===== src/logic/ubcb_pkg.sv =====
// Package for the channel B break condition block: register offsets, field layout,
// reset values and encodings.
// Assumes a plain register port with word indices and a single CPU clock.
package ubcb_pkg;

    // ------------------------------------------------------------------
    // Register map (word offsets on the plain register port)
    // ------------------------------------------------------------------
    localparam logic [3:0] OFS_DATA_MASK = 4'h0;
    localparam logic [3:0] OFS_CYCLE_SEL = 4'h1;
    localparam logic [3:0] OFS_BREAK_ADDR = 4'h2;
    localparam logic [3:0] OFS_BREAK_DATA = 4'h3;
    localparam logic [3:0] OFS_IRQ_STATUS = 4'h4;
    localparam logic [3:0] OFS_IRQ_MASK = 4'h5;

    // ------------------------------------------------------------------
    // Reset values
    // ------------------------------------------------------------------
    localparam logic [31:0] RST_DATA_MASK = 32'h0000_0000;
    localparam logic [15:0] RST_CYCLE_SEL = 16'h0000;
    localparam logic [31:0] RST_WORD = 32'h0000_0000;

    // ------------------------------------------------------------------
    // Cycle select field positions
    // ------------------------------------------------------------------
    localparam int SZ_LSB = 0;
    localparam int RW_LSB = 2;
    localparam int ID_LSB = 4;
    localparam int CD_LSB = 6;
    localparam int CP_LSB = 8;
    localparam logic [15:0] CYCLE_SEL_WMASK = 16'h07FF;

    // ------------------------------------------------------------------
    // Encodings
    // ------------------------------------------------------------------
    typedef enum logic [1:0] {
        BK_OFF = 2'b00,
        BK_LBUS = 2'b01,
        BK_IBUS = 2'b10,
        BK_LBUS2 = 2'b11
    } ubcb_kind_e;

    typedef enum logic [1:0] {
        SZ_OFF = 2'b00,
        SZ_BYTE = 2'b01,
        SZ_WORD = 2'b10,
        SZ_LONG = 2'b11
    } ubcb_size_e;

    // Fetch/data and read/write share the 00 = no comparison code.
    localparam logic [1:0] SEL_OFF = 2'b00;
    localparam logic [1:0] SEL_FIRST = 2'b01;
    localparam logic [1:0] SEL_SECOND = 2'b10;

    // Interrupt status bits.
    localparam int IRQ_HIT_BIT = 0;
    localparam int IRQ_NUM = 1;

endpackage


===== src/logic/ubcb_cmp_if.sv =====
// Interface carrying one bus cycle and the programmed condition to the comparator.
// Assumes both ends sit in the same clock domain.
`timescale 1ns/100ps
interface ubcb_cmp_if;
    logic [31:0] addr;
    logic [31:0] data;
    logic [1:0] size;
    logic is_fetch;
    logic is_write;
    logic cpu_master;
    logic [15:0] sel;
    logic [31:0] brk_addr;
    logic [31:0] brk_data;
    logic [31:0] brk_mask;
    logic hit;
    logic data_used;

    modport top (output addr, data, size, is_fetch, is_write, cpu_master, sel, brk_addr,
                 brk_data, brk_mask, input hit, data_used);
    modport cmp (input addr, data, size, is_fetch, is_write, cpu_master, sel, brk_addr,
                 brk_data, brk_mask, output hit, data_used);
endinterface


===== src/logic/ubcb_top.sv =====
// Channel B break condition unit: registers, bus watch and break request.
// Assumes L and I bus cycle strobes are one-cycle pulses synchronous to mclk_i.
// Assumes software keeps reserved and prohibited fields at zero.
// Contract
// - Each data mask bit set to 1 drops that data bit from the comparison, 0 keeps it.
// - The five top bits of the cycle select register read zero and are written zero.
// - Master field 000 skips master comparison, bit 0 matches CPU cycles, upper bits stay 0.
// - The master field is ignored whenever the L bus is the selected bus.
// - Bus kind 00 disables, 01 and 11 select the L bus, 10 selects the I bus.
// - Address compare uses bits 31..2, 31..1 or 31..0 for long, word or byte accesses.
// - With data in the condition, address and masked data must both match in one cycle.
// - For word or byte sizes the upper sixteen data and mask bits are ignored.
// - An L bus break is taken after the matching instruction, before the next one.
// - An L bus break with data may land one instruction later; I bus timing is loose.
// - A break on a delayed branch or its slot may land at the branch target.
// - The cycle select register holds master, bus kind, fetch/data, read/write and size.
`timescale 1ns/100ps
module ubcb_top (
    // Clock and reset
    input wire logic mclk_i,
    input wire logic rst_b_i,
    // Register port
    input wire logic [3:0] reg_addr_i,
    input wire logic [31:0] reg_wdata_i,
    input wire logic reg_wr_i,
    input wire logic reg_rd_i,
    output logic [31:0] reg_rdata_o,
    // L bus cycle
    input wire logic lbus_valid_i,
    input wire logic [31:0] lbus_addr_i,
    input wire logic [31:0] lbus_data_i,
    input wire logic [1:0] lbus_size_i,
    input wire logic lbus_fetch_i,
    input wire logic lbus_write_i,
    // Instruction boundary from the core
    input wire logic insn_end_i,
    input wire logic delay_slot_i,
    // I bus cycle
    input wire logic ibus_valid_i,
    input wire logic [31:0] ibus_addr_i,
    input wire logic [31:0] ibus_data_i,
    input wire logic [1:0] ibus_size_i,
    input wire logic ibus_fetch_i,
    input wire logic ibus_write_i,
    input wire logic ibus_cpu_i,
    // Break and interrupt
    output logic break_req_o,
    output logic irq_o
);
    // ------------------------------------------------------------------
    // Registers
    // ------------------------------------------------------------------
    logic [31:0] channel_b_data_mask;
    logic [15:0] channel_b_cycle_select;
    logic [31:0] channel_b_break_address;
    logic [31:0] channel_b_break_data;
    logic [ubcb_pkg::IRQ_NUM-1:0] irq_status;
    logic [ubcb_pkg::IRQ_NUM-1:0] irq_mask;
    logic [31:0] next_rdata;

    logic [1:0] bus_kind_select;
    logic [2:0] bus_master_select;
    logic use_lbus;
    logic use_ibus;
    logic master_ok;
    logic cycle_hit;
    logic lbus_pending;
    logic lbus_wait_extra;
    logic fire;
    logic status_rd;

    ubcb_cmp_if cif ();

    ubcb_cmp u_cmp (
        .c(cif.cmp)
    );

    // ------------------------------------------------------------------
    // Register writes
    // ------------------------------------------------------------------

    // Address and data clear as well; they stay inert until a bus kind is chosen.
    // reset clear: all selects start at 00, so nothing matches.
    always_ff @(posedge mclk_i or negedge rst_b_i) begin
        if (!rst_b_i) begin
            channel_b_data_mask <= ubcb_pkg::RST_DATA_MASK;
            channel_b_cycle_select <= ubcb_pkg::RST_CYCLE_SEL;
            channel_b_break_address <= ubcb_pkg::RST_WORD;
            channel_b_break_data <= ubcb_pkg::RST_WORD;
            irq_mask <= '0;
        end else if (reg_wr_i) begin
            unique case (reg_addr_i)
                ubcb_pkg::OFS_DATA_MASK: channel_b_data_mask <= reg_wdata_i;
                // reserved bits: top five bits never store a one.
                ubcb_pkg::OFS_CYCLE_SEL: begin
                    channel_b_cycle_select <= reg_wdata_i[15:0] & ubcb_pkg::CYCLE_SEL_WMASK;
                end
                ubcb_pkg::OFS_BREAK_ADDR: channel_b_break_address <= reg_wdata_i;
                ubcb_pkg::OFS_BREAK_DATA: channel_b_break_data <= reg_wdata_i;
                ubcb_pkg::OFS_IRQ_MASK: irq_mask <= reg_wdata_i[ubcb_pkg::IRQ_NUM-1:0];
                default: begin
                end
            endcase
        end
    end

    // ------------------------------------------------------------------
    // Bus selection and comparison
    // ------------------------------------------------------------------

    // Cycle select layout, as seen by the comparator and by software.
    // Bits 1..0 pick the operand size: 00 off, 01 byte, 10 word, 11 long.
    // Bits 3..2 pick read or write: 00 off, 01 read, 10 write, 11 never matches.
    // Bits 5..4 pick fetch or data: 00 off, 01 fetch, 10 data, 11 never matches.
    // Bits 7..6 pick the bus: 00 off, 01 and 11 the L bus, 10 the I bus.
    // Bits 10..8 pick the master; only bit 0 means anything, and only on the I bus.
    // Bits 15..11 are reserved; they are never stored, so they read back as zero.

    // fields feed the comparator straight from the cycle select register.
    assign bus_kind_select = channel_b_cycle_select[ubcb_pkg::CD_LSB +: 2];
    assign bus_master_select = channel_b_cycle_select[ubcb_pkg::CP_LSB +: 3];

    // bus kind decode: 01 and 11 both pick the L bus.
    always_comb begin
        use_lbus = (bus_kind_select == ubcb_pkg::BK_LBUS) ||
                   (bus_kind_select == ubcb_pkg::BK_LBUS2);
        use_ibus = (bus_kind_select == ubcb_pkg::BK_IBUS);
    end

    // Master bits 2 and 1 are prohibited codes and are left undecoded on purpose.
    // master select: 000 skips, bit 0 admits CPU cycles.
    // L bus ignores master: the field only matters on the I bus.
    always_comb begin
        if (!use_ibus || bus_master_select == 3'b000) begin
            master_ok = 1'b1;
        end else begin
            master_ok = bus_master_select[0] && cif.cpu_master;
        end
    end

    // The selected bus drives the comparator; the other bus is never seen.
    always_comb begin
        cif.addr = use_ibus ? ibus_addr_i : lbus_addr_i;
        cif.data = use_ibus ? ibus_data_i : lbus_data_i;
        cif.size = use_ibus ? ibus_size_i : lbus_size_i;
        cif.is_fetch = use_ibus ? ibus_fetch_i : lbus_fetch_i;
        cif.is_write = use_ibus ? ibus_write_i : lbus_write_i;
        cif.cpu_master = ibus_cpu_i;
        cif.sel = channel_b_cycle_select;
        cif.brk_addr = channel_b_break_address;
        cif.brk_data = channel_b_break_data;
        cif.brk_mask = channel_b_data_mask;
    end

    // all enabled fields: qualify by the chosen bus strobe and master.
    assign cycle_hit = master_ok && cif.hit &&
                       ((use_lbus && lbus_valid_i) || (use_ibus && ibus_valid_i));

    // ------------------------------------------------------------------
    // Break timing
    // ------------------------------------------------------------------

    // The optional deferrals are always taken: a later break is legal in each case,
    // and one fixed timing keeps what the debugger sees predictable.
    // A limitation follows: a second hit before the break restarts the wait.
    // instruction boundary: an L bus hit waits for the instruction end.
    // data breaks: a data hit waits one extra instruction end.
    // delayed branch: the request is held through delay slots.
    always_ff @(posedge mclk_i or negedge rst_b_i) begin
        if (!rst_b_i) begin
            lbus_pending <= 1'b0;
            lbus_wait_extra <= 1'b0;
        end else if (cycle_hit && use_lbus) begin
            lbus_pending <= 1'b1;
            lbus_wait_extra <= cif.data_used;
        end else if (lbus_pending && insn_end_i && !delay_slot_i) begin
            if (lbus_wait_extra) begin
                lbus_wait_extra <= 1'b0;
            end else begin
                lbus_pending <= 1'b0;
            end
        end
    end

    // I bus hits carry no instruction binding, so they fire at once.
    assign fire = (cycle_hit && use_ibus) ||
                  (lbus_pending && !lbus_wait_extra && insn_end_i && !delay_slot_i);

    // single-cycle request toward the exception logic.
    always_ff @(posedge mclk_i or negedge rst_b_i) begin
        if (!rst_b_i) begin
            break_req_o <= 1'b0;
        end else begin
            break_req_o <= fire;
        end
    end

    // ------------------------------------------------------------------
    // Interrupt status
    // ------------------------------------------------------------------
    assign status_rd = reg_rd_i && (reg_addr_i == ubcb_pkg::OFS_IRQ_STATUS);

    // The clear rides on the status read itself, so a hit that lands between a read
    // and a separate clear write can never be lost.
    // A read clears the status, but a hit in that same cycle wins over it.
    always_ff @(posedge mclk_i or negedge rst_b_i) begin
        if (!rst_b_i) begin
            irq_status <= '0;
        end else if (fire) begin
            irq_status[ubcb_pkg::IRQ_HIT_BIT] <= 1'b1;
        end else if (status_rd) begin
            irq_status <= '0;
        end
    end

    // Registered level interrupt, one cycle behind the status bit.
    always_ff @(posedge mclk_i or negedge rst_b_i) begin
        if (!rst_b_i) begin
            irq_o <= 1'b0;
        end else begin
            irq_o <= |(irq_status & irq_mask);
        end
    end

    // ------------------------------------------------------------------
    // Register reads
    // ------------------------------------------------------------------

    // read as zero: the stored value already has the top bits clear.
    always_comb begin
        next_rdata = 32'h0000_0000;
        unique case (reg_addr_i)
            ubcb_pkg::OFS_DATA_MASK: next_rdata = channel_b_data_mask;
            ubcb_pkg::OFS_CYCLE_SEL: next_rdata = {16'h0000, channel_b_cycle_select};
            ubcb_pkg::OFS_BREAK_ADDR: next_rdata = channel_b_break_address;
            ubcb_pkg::OFS_BREAK_DATA: next_rdata = channel_b_break_data;
            ubcb_pkg::OFS_IRQ_STATUS: next_rdata[ubcb_pkg::IRQ_NUM-1:0] = irq_status;
            ubcb_pkg::OFS_IRQ_MASK: next_rdata[ubcb_pkg::IRQ_NUM-1:0] = irq_mask;
            default: next_rdata = 32'h0000_0000;
        endcase
    end

    // Zero outside the reply cycle lets several slaves share one OR-ed return path.
    // Read data stands only in the cycle after the strobe; zero otherwise.
    always_ff @(posedge mclk_i or negedge rst_b_i) begin
        if (!rst_b_i) begin
            reg_rdata_o <= 32'h0000_0000;
        end else if (reg_rd_i) begin
            reg_rdata_o <= next_rdata;
        end else begin
            reg_rdata_o <= 32'h0000_0000;
        end
    end
endmodule


===== src/logic/ubcb_cmp.sv =====
// Combinational condition comparator for one bus cycle of channel B.
// Assumes the caller qualifies hit with a valid bus cycle of the selected bus.
`timescale 1ns/100ps
module ubcb_cmp (
    // Condition and cycle
    ubcb_cmp_if.cmp c
);
    logic [1:0] operand_size_select;
    logic [1:0] read_write_select;
    logic [1:0] fetch_or_data_select;
    logic [31:0] amask;
    logic [31:0] dmask;
    logic addr_ok;
    logic data_ok;
    logic rw_ok;
    logic id_ok;
    logic sz_ok;

    // Field extraction and per-field matches.
    always_comb begin
        operand_size_select = c.sel[ubcb_pkg::SZ_LSB +: 2];
        read_write_select = c.sel[ubcb_pkg::RW_LSB +: 2];
        fetch_or_data_select = c.sel[ubcb_pkg::ID_LSB +: 2];
        // off codes: a 00 field takes no part in the match.
        rw_ok = (read_write_select == ubcb_pkg::SEL_OFF) ||
                (read_write_select == ubcb_pkg::SEL_FIRST && !c.is_write) ||
                (read_write_select == ubcb_pkg::SEL_SECOND && c.is_write);
        id_ok = (fetch_or_data_select == ubcb_pkg::SEL_OFF) ||
                (fetch_or_data_select == ubcb_pkg::SEL_FIRST && c.is_fetch) ||
                (fetch_or_data_select == ubcb_pkg::SEL_SECOND && !c.is_fetch);
        sz_ok = (operand_size_select == ubcb_pkg::SZ_OFF) || (operand_size_select == c.size);
        // address width: low bits dropped by access size.
        unique case (c.size)
            ubcb_pkg::SZ_LONG: amask = 32'hFFFF_FFFC;
            ubcb_pkg::SZ_WORD: amask = 32'hFFFF_FFFE;
            default: amask = 32'hFFFF_FFFF;
        endcase
        addr_ok = ((c.addr ^ c.brk_addr) & amask) == 32'h0000_0000;
        // per-bit mask: a set mask bit drops that data bit.
        dmask = ~c.brk_mask;
        // upper half ignored for word and byte sizes.
        if (operand_size_select != ubcb_pkg::SZ_LONG) begin
            dmask[31:16] = 16'h0000;
        end
        data_ok = ((c.data ^ c.brk_data) & dmask) == 32'h0000_0000;
        // data needs an operand size; then address and data must agree.
        c.data_used = (operand_size_select != ubcb_pkg::SZ_OFF) && !c.is_fetch;
        c.hit = addr_ok && rw_ok && id_ok && sz_ok && (!c.data_used || data_ok);
    end
endmodule


===== config.mk =====
export PLATFORM = sky130hd
export DESIGN_NAME = ubcb_top
export DESIGN_NICKNAME = d
export VERILOG_FILES = /design/src/logic/ubcb_pkg.sv /design/src/logic/ubcb_cmp_if.sv /design/src/logic/ubcb_top.sv /design/src/logic/ubcb_cmp.sv
export SDC_FILE = /design/constraint.sdc
export NUM_CORES = 1
export LEC_CHECK = 0
export BUFFER_PORTS_ARGS = -buffer_cell sky130_fd_sc_hd__buf_2
export CAP_MARGIN = 5
export CORE_MARGIN = 10
export CORE_UTILIZATION = 38
export DETAILED_ROUTE_END_ITERATION = 7
export SLEW_MARGIN = 25
export SYNTH_ARGS = -nofsm -noshare
export SYNTH_HDL_FRONTEND = slang
export SYNTH_SLANG_ARGS = --single-unit

===== constraint.sdc =====
create_clock -name mclk_i -period 2.9 [get_ports mclk_i]
set_input_delay 0.29 -clock mclk_i [delete_from_list [all_inputs] [get_ports mclk_i]]
set_output_delay 0.29 -clock mclk_i [all_outputs]
set_load 0.01 [all_outputs]

==> results.yml <==
grt:
  grt_pass1_wl_mm: 41.7
  grt_overflow: 0
  antenna_found_initial: 9
  grt_max_degree: 79
  grt_pass1_vias: 6825
  grt_usage: 0.208
timing:
  fmax_ghz: 0.373
  tns_ns: 0
  rsz0062_at_grt: "no"
  hold_viol_final: 0
  slew-limit-headroom: 0.598
  fin_ws_ns: 0.217
  tightest_slew_ns: 0.601
  layout_worst_path_cycle_share: 0.925
  clock-skew-final_ns: 0.00510
  fin_crit_ns: 2.68
  slew_violations: 0
  setup_viol: 0
power:
  power_leakage_nw: 4.58
  vdd_drop_max_mv: 0.400
  power_density_mw_per_mm2: 711
place:
  portBuffers: 214
  gp_congestion: 0.887
  detailed_place_hpwl_mm: 20.8
  place_ws_ns: 0.122
worst_setup_path:
  worst-setup-path-type: "flip-flop to flip-flop"
  crit_fanout: 5
  arrival_ns: 3.04
  start_kind: "flip-flop"
  end_kind: "flip-flop"
  cp.required_ns: 3.26
clock_network:
  cts.clk_slew.worst_paths_ns: 0.06
  numCtsBuffers: 17
  cts_root_buffer: "clkbuf_16"
  htreeDepth: 4
  cts_tree: "yes"
  clock_latency_ns: 0.43
  cts.sinks: 145
  clockBufferDepth: 2
min_path:
  hp-class: "primary input to flip-flop"
finish:
  final_cell_mix: "buf_2 (213), dfrtp_1 (145), mux2_2 (111)"
  final_common_cell: "buf_2"
  fillerInstances: 1813
  drive_gt1_frac: 0.447
  syn_to_final_growth_pct: 29.3
  fin_nets: 1051
  utilization: 0.503
floorplan:
  core_sq_mm: 0.0196
  initial_utilization: 0.389
  rows: 51
  dieArea_sq_mm: 0.0261
  die_x_um: 162
  dieHeight_um: 162
  io_pins: 215
status:
  failed_checks: "design-rule violations"
  status: "finished, violations left"
routing:
  dr_total_vias: 6450
  wirelength_mm: 27.5
  post_drt_wl_per_cell_um: 23.8
  drt_iter0_markers: 693
  first_pass_iters: 8
  antenna_left: 0
  vias_per_cell: 5.58
  drc: 5
synth:
  syn_area_sq_mm: 0.00762
  postSynthAreaPerCell_sq_um: 11.8
  synth_edf_count: 0
  ys_warn_count: 0
  syn_nets: 828
  async_flop_share: 1.00
  synthFlopType: "dfrtp_1"
  syn-instance-count: 647
  ys_seq_elements: 145
  ys_seq_area_frac: 0.476
  ys_types: 59
flow_run:
  maxCapViolCount: 0
-- synthesized netlist by cell type (all sizes together), types with 4 or more instances --
library cell | n | area share
xor2 | 36 | 0.041
a222oi | 31 | 0.041
mux2i | 54 | 0.071
nor4 | 9 | 0.0074
a2111oi | 4 | 0.0071
xnor2 | 6 | 0.0069
nand2 | 26 | 0.013
buf | 21 | 0.014
a21oi | 18 | 0.012
nor3 | 8 | 0.0059
o21ai | 8 | 0.0053
nand2b | 10 | 0.0082
clkbuf | 16 | 0.0079
nor2b | 18 | 0.015
o22ai | 18 | 0.015
inv | 18 | 0.0089
dfrtp | 145 | 0.48
mux2 | 112 | 0.17
a221oi | 5 | 0.0057
a22oi | 4 | 0.0039
nand4 | 5 | 0.0049
nor2 | 30 | 0.015
-- metal layers --
layer | GRT usage | vias to the layer above | part of all wire
met5 | 0 | - | 0.00091
met4 | 0.0860 | 4 | 0.025
met3 | 0.0544 | 46 | 0.076
met2 | 0.327 | 288 | 0.48
met1 | 0.266 | 3195 | 0.42
li1 | - | 2917 | -
-- flip-flops by register name (all words and copies together), names as in the netlist --
| signal | flops |
|---|---|
| channel_b_break_data | 32 |
| irq_status | 1 |
| channel_b_break_address | 32 |
| channel_b_cycle_select | 11 |
| lbus_pending | 1 |
| reg_rdata_o | 32 |
| irq_mask | 1 |
| channel_b_data_mask | 32 |
| irq_o | 1 |
| lbus_wait_extra | 1 |
| break_req_o | 1 |
-- final timing paths --
kind,slack (ns),depth (start not counted),from,endpoint
setup / recovery,0.22,9,channel_b_cycle_select[7]$_DFFE_PN0P_,irq_status$_DFFE_PN0P_
hold / removal,0.12,2,reg_wdata_i[11],channel_b_break_data[11]$_DFFE_PN0P_
setup reg to reg,0.22,9,channel_b_cycle_select[7]$_DFFE_PN0P_,irq_status$_DFFE_PN0P_
hold reg to reg,0.52,1,irq_mask$_DFFE_PN0P_,irq_o$_DFF_PN0_
max in group asynchronous,1.80,3,rst_b_i,reg_rdata_o[2]$_DFF_PN0_
min in group asynchronous,0.35,2,rst_b_i,reg_rdata_o[19]$_DFF_PN0_
-- stage by stage --
stage               power (mW)  area [sq um]  hold WS (ns)  cells
floorplan                 3.77          7620      -0.00559    647
global route              7.30          9840         0.115   1152
global placement          4.41          9110         0.242   1113
finish                    7.00          9850         0.116   1156
detailed placement        4.44          9110         0.243   1113
CTS                       7.00          9800         0.108   1146
-- where the power goes --
group | switching [mW] | leakage, nW | internal [mW]
Combinational | 0.783 | 2.42 | 0.861
Clock | 0.940 | 0.321 | 1.63
Sequential | 0.412 | 1.84 | 2.38
-- area by class of cell --
| type | instances | area, sq um | share of cell area |
|---|---|---|---|
| diodes | 8 | 20.0 | 0.00203 |
| clock buffers | 17 | 425 | 0.0432 |
| flip-flops and latches | 145 | 3630 | 0.368 |
| clock inverters | 15 | 255 | 0.0259 |
| repair buffers | 241 | 1320 | 0.134 |
| inverters | 18 | 67.6 | 0.00686 |
| multi-input cells | 447 | 3800 | 0.385 |
| well taps | 265 | 332 | 0.0337 |
-- what timing repair did --
item,4_1_cts,5_1_grt
buffers inserted,0,2
gates resized for setup,0,3
setup endpoints to repair,0,4
hold buffers,1,0
hold endpoints to repair,41,0
-- worst max-delay path, stage by stage, from the launching register on --
cell and delay [ns]:
dfrtp_1 0.41, nor2b_4 0.23, buf_4 0.16, buf_4 0.10, mux2_1 0.31, a221o_1 0.33
a2111oi_4 0.34, nand4_2 0.20, o32a_1 0.40, o21ai_1 0.13
-- logic make-up after synthesis --
family                 count (synthesis)  synth area share
multiplexers                         166             0.237
buffers and inverters                 55            0.0312
XOR/XNOR                              42            0.0483
AO/OA/AOI/OAI                        117             0.124
AND/OR/NAND/NOR                      122            0.0839
flip-flops                           145             0.476
Note: power is estimated with default switching activity, not from simulation.
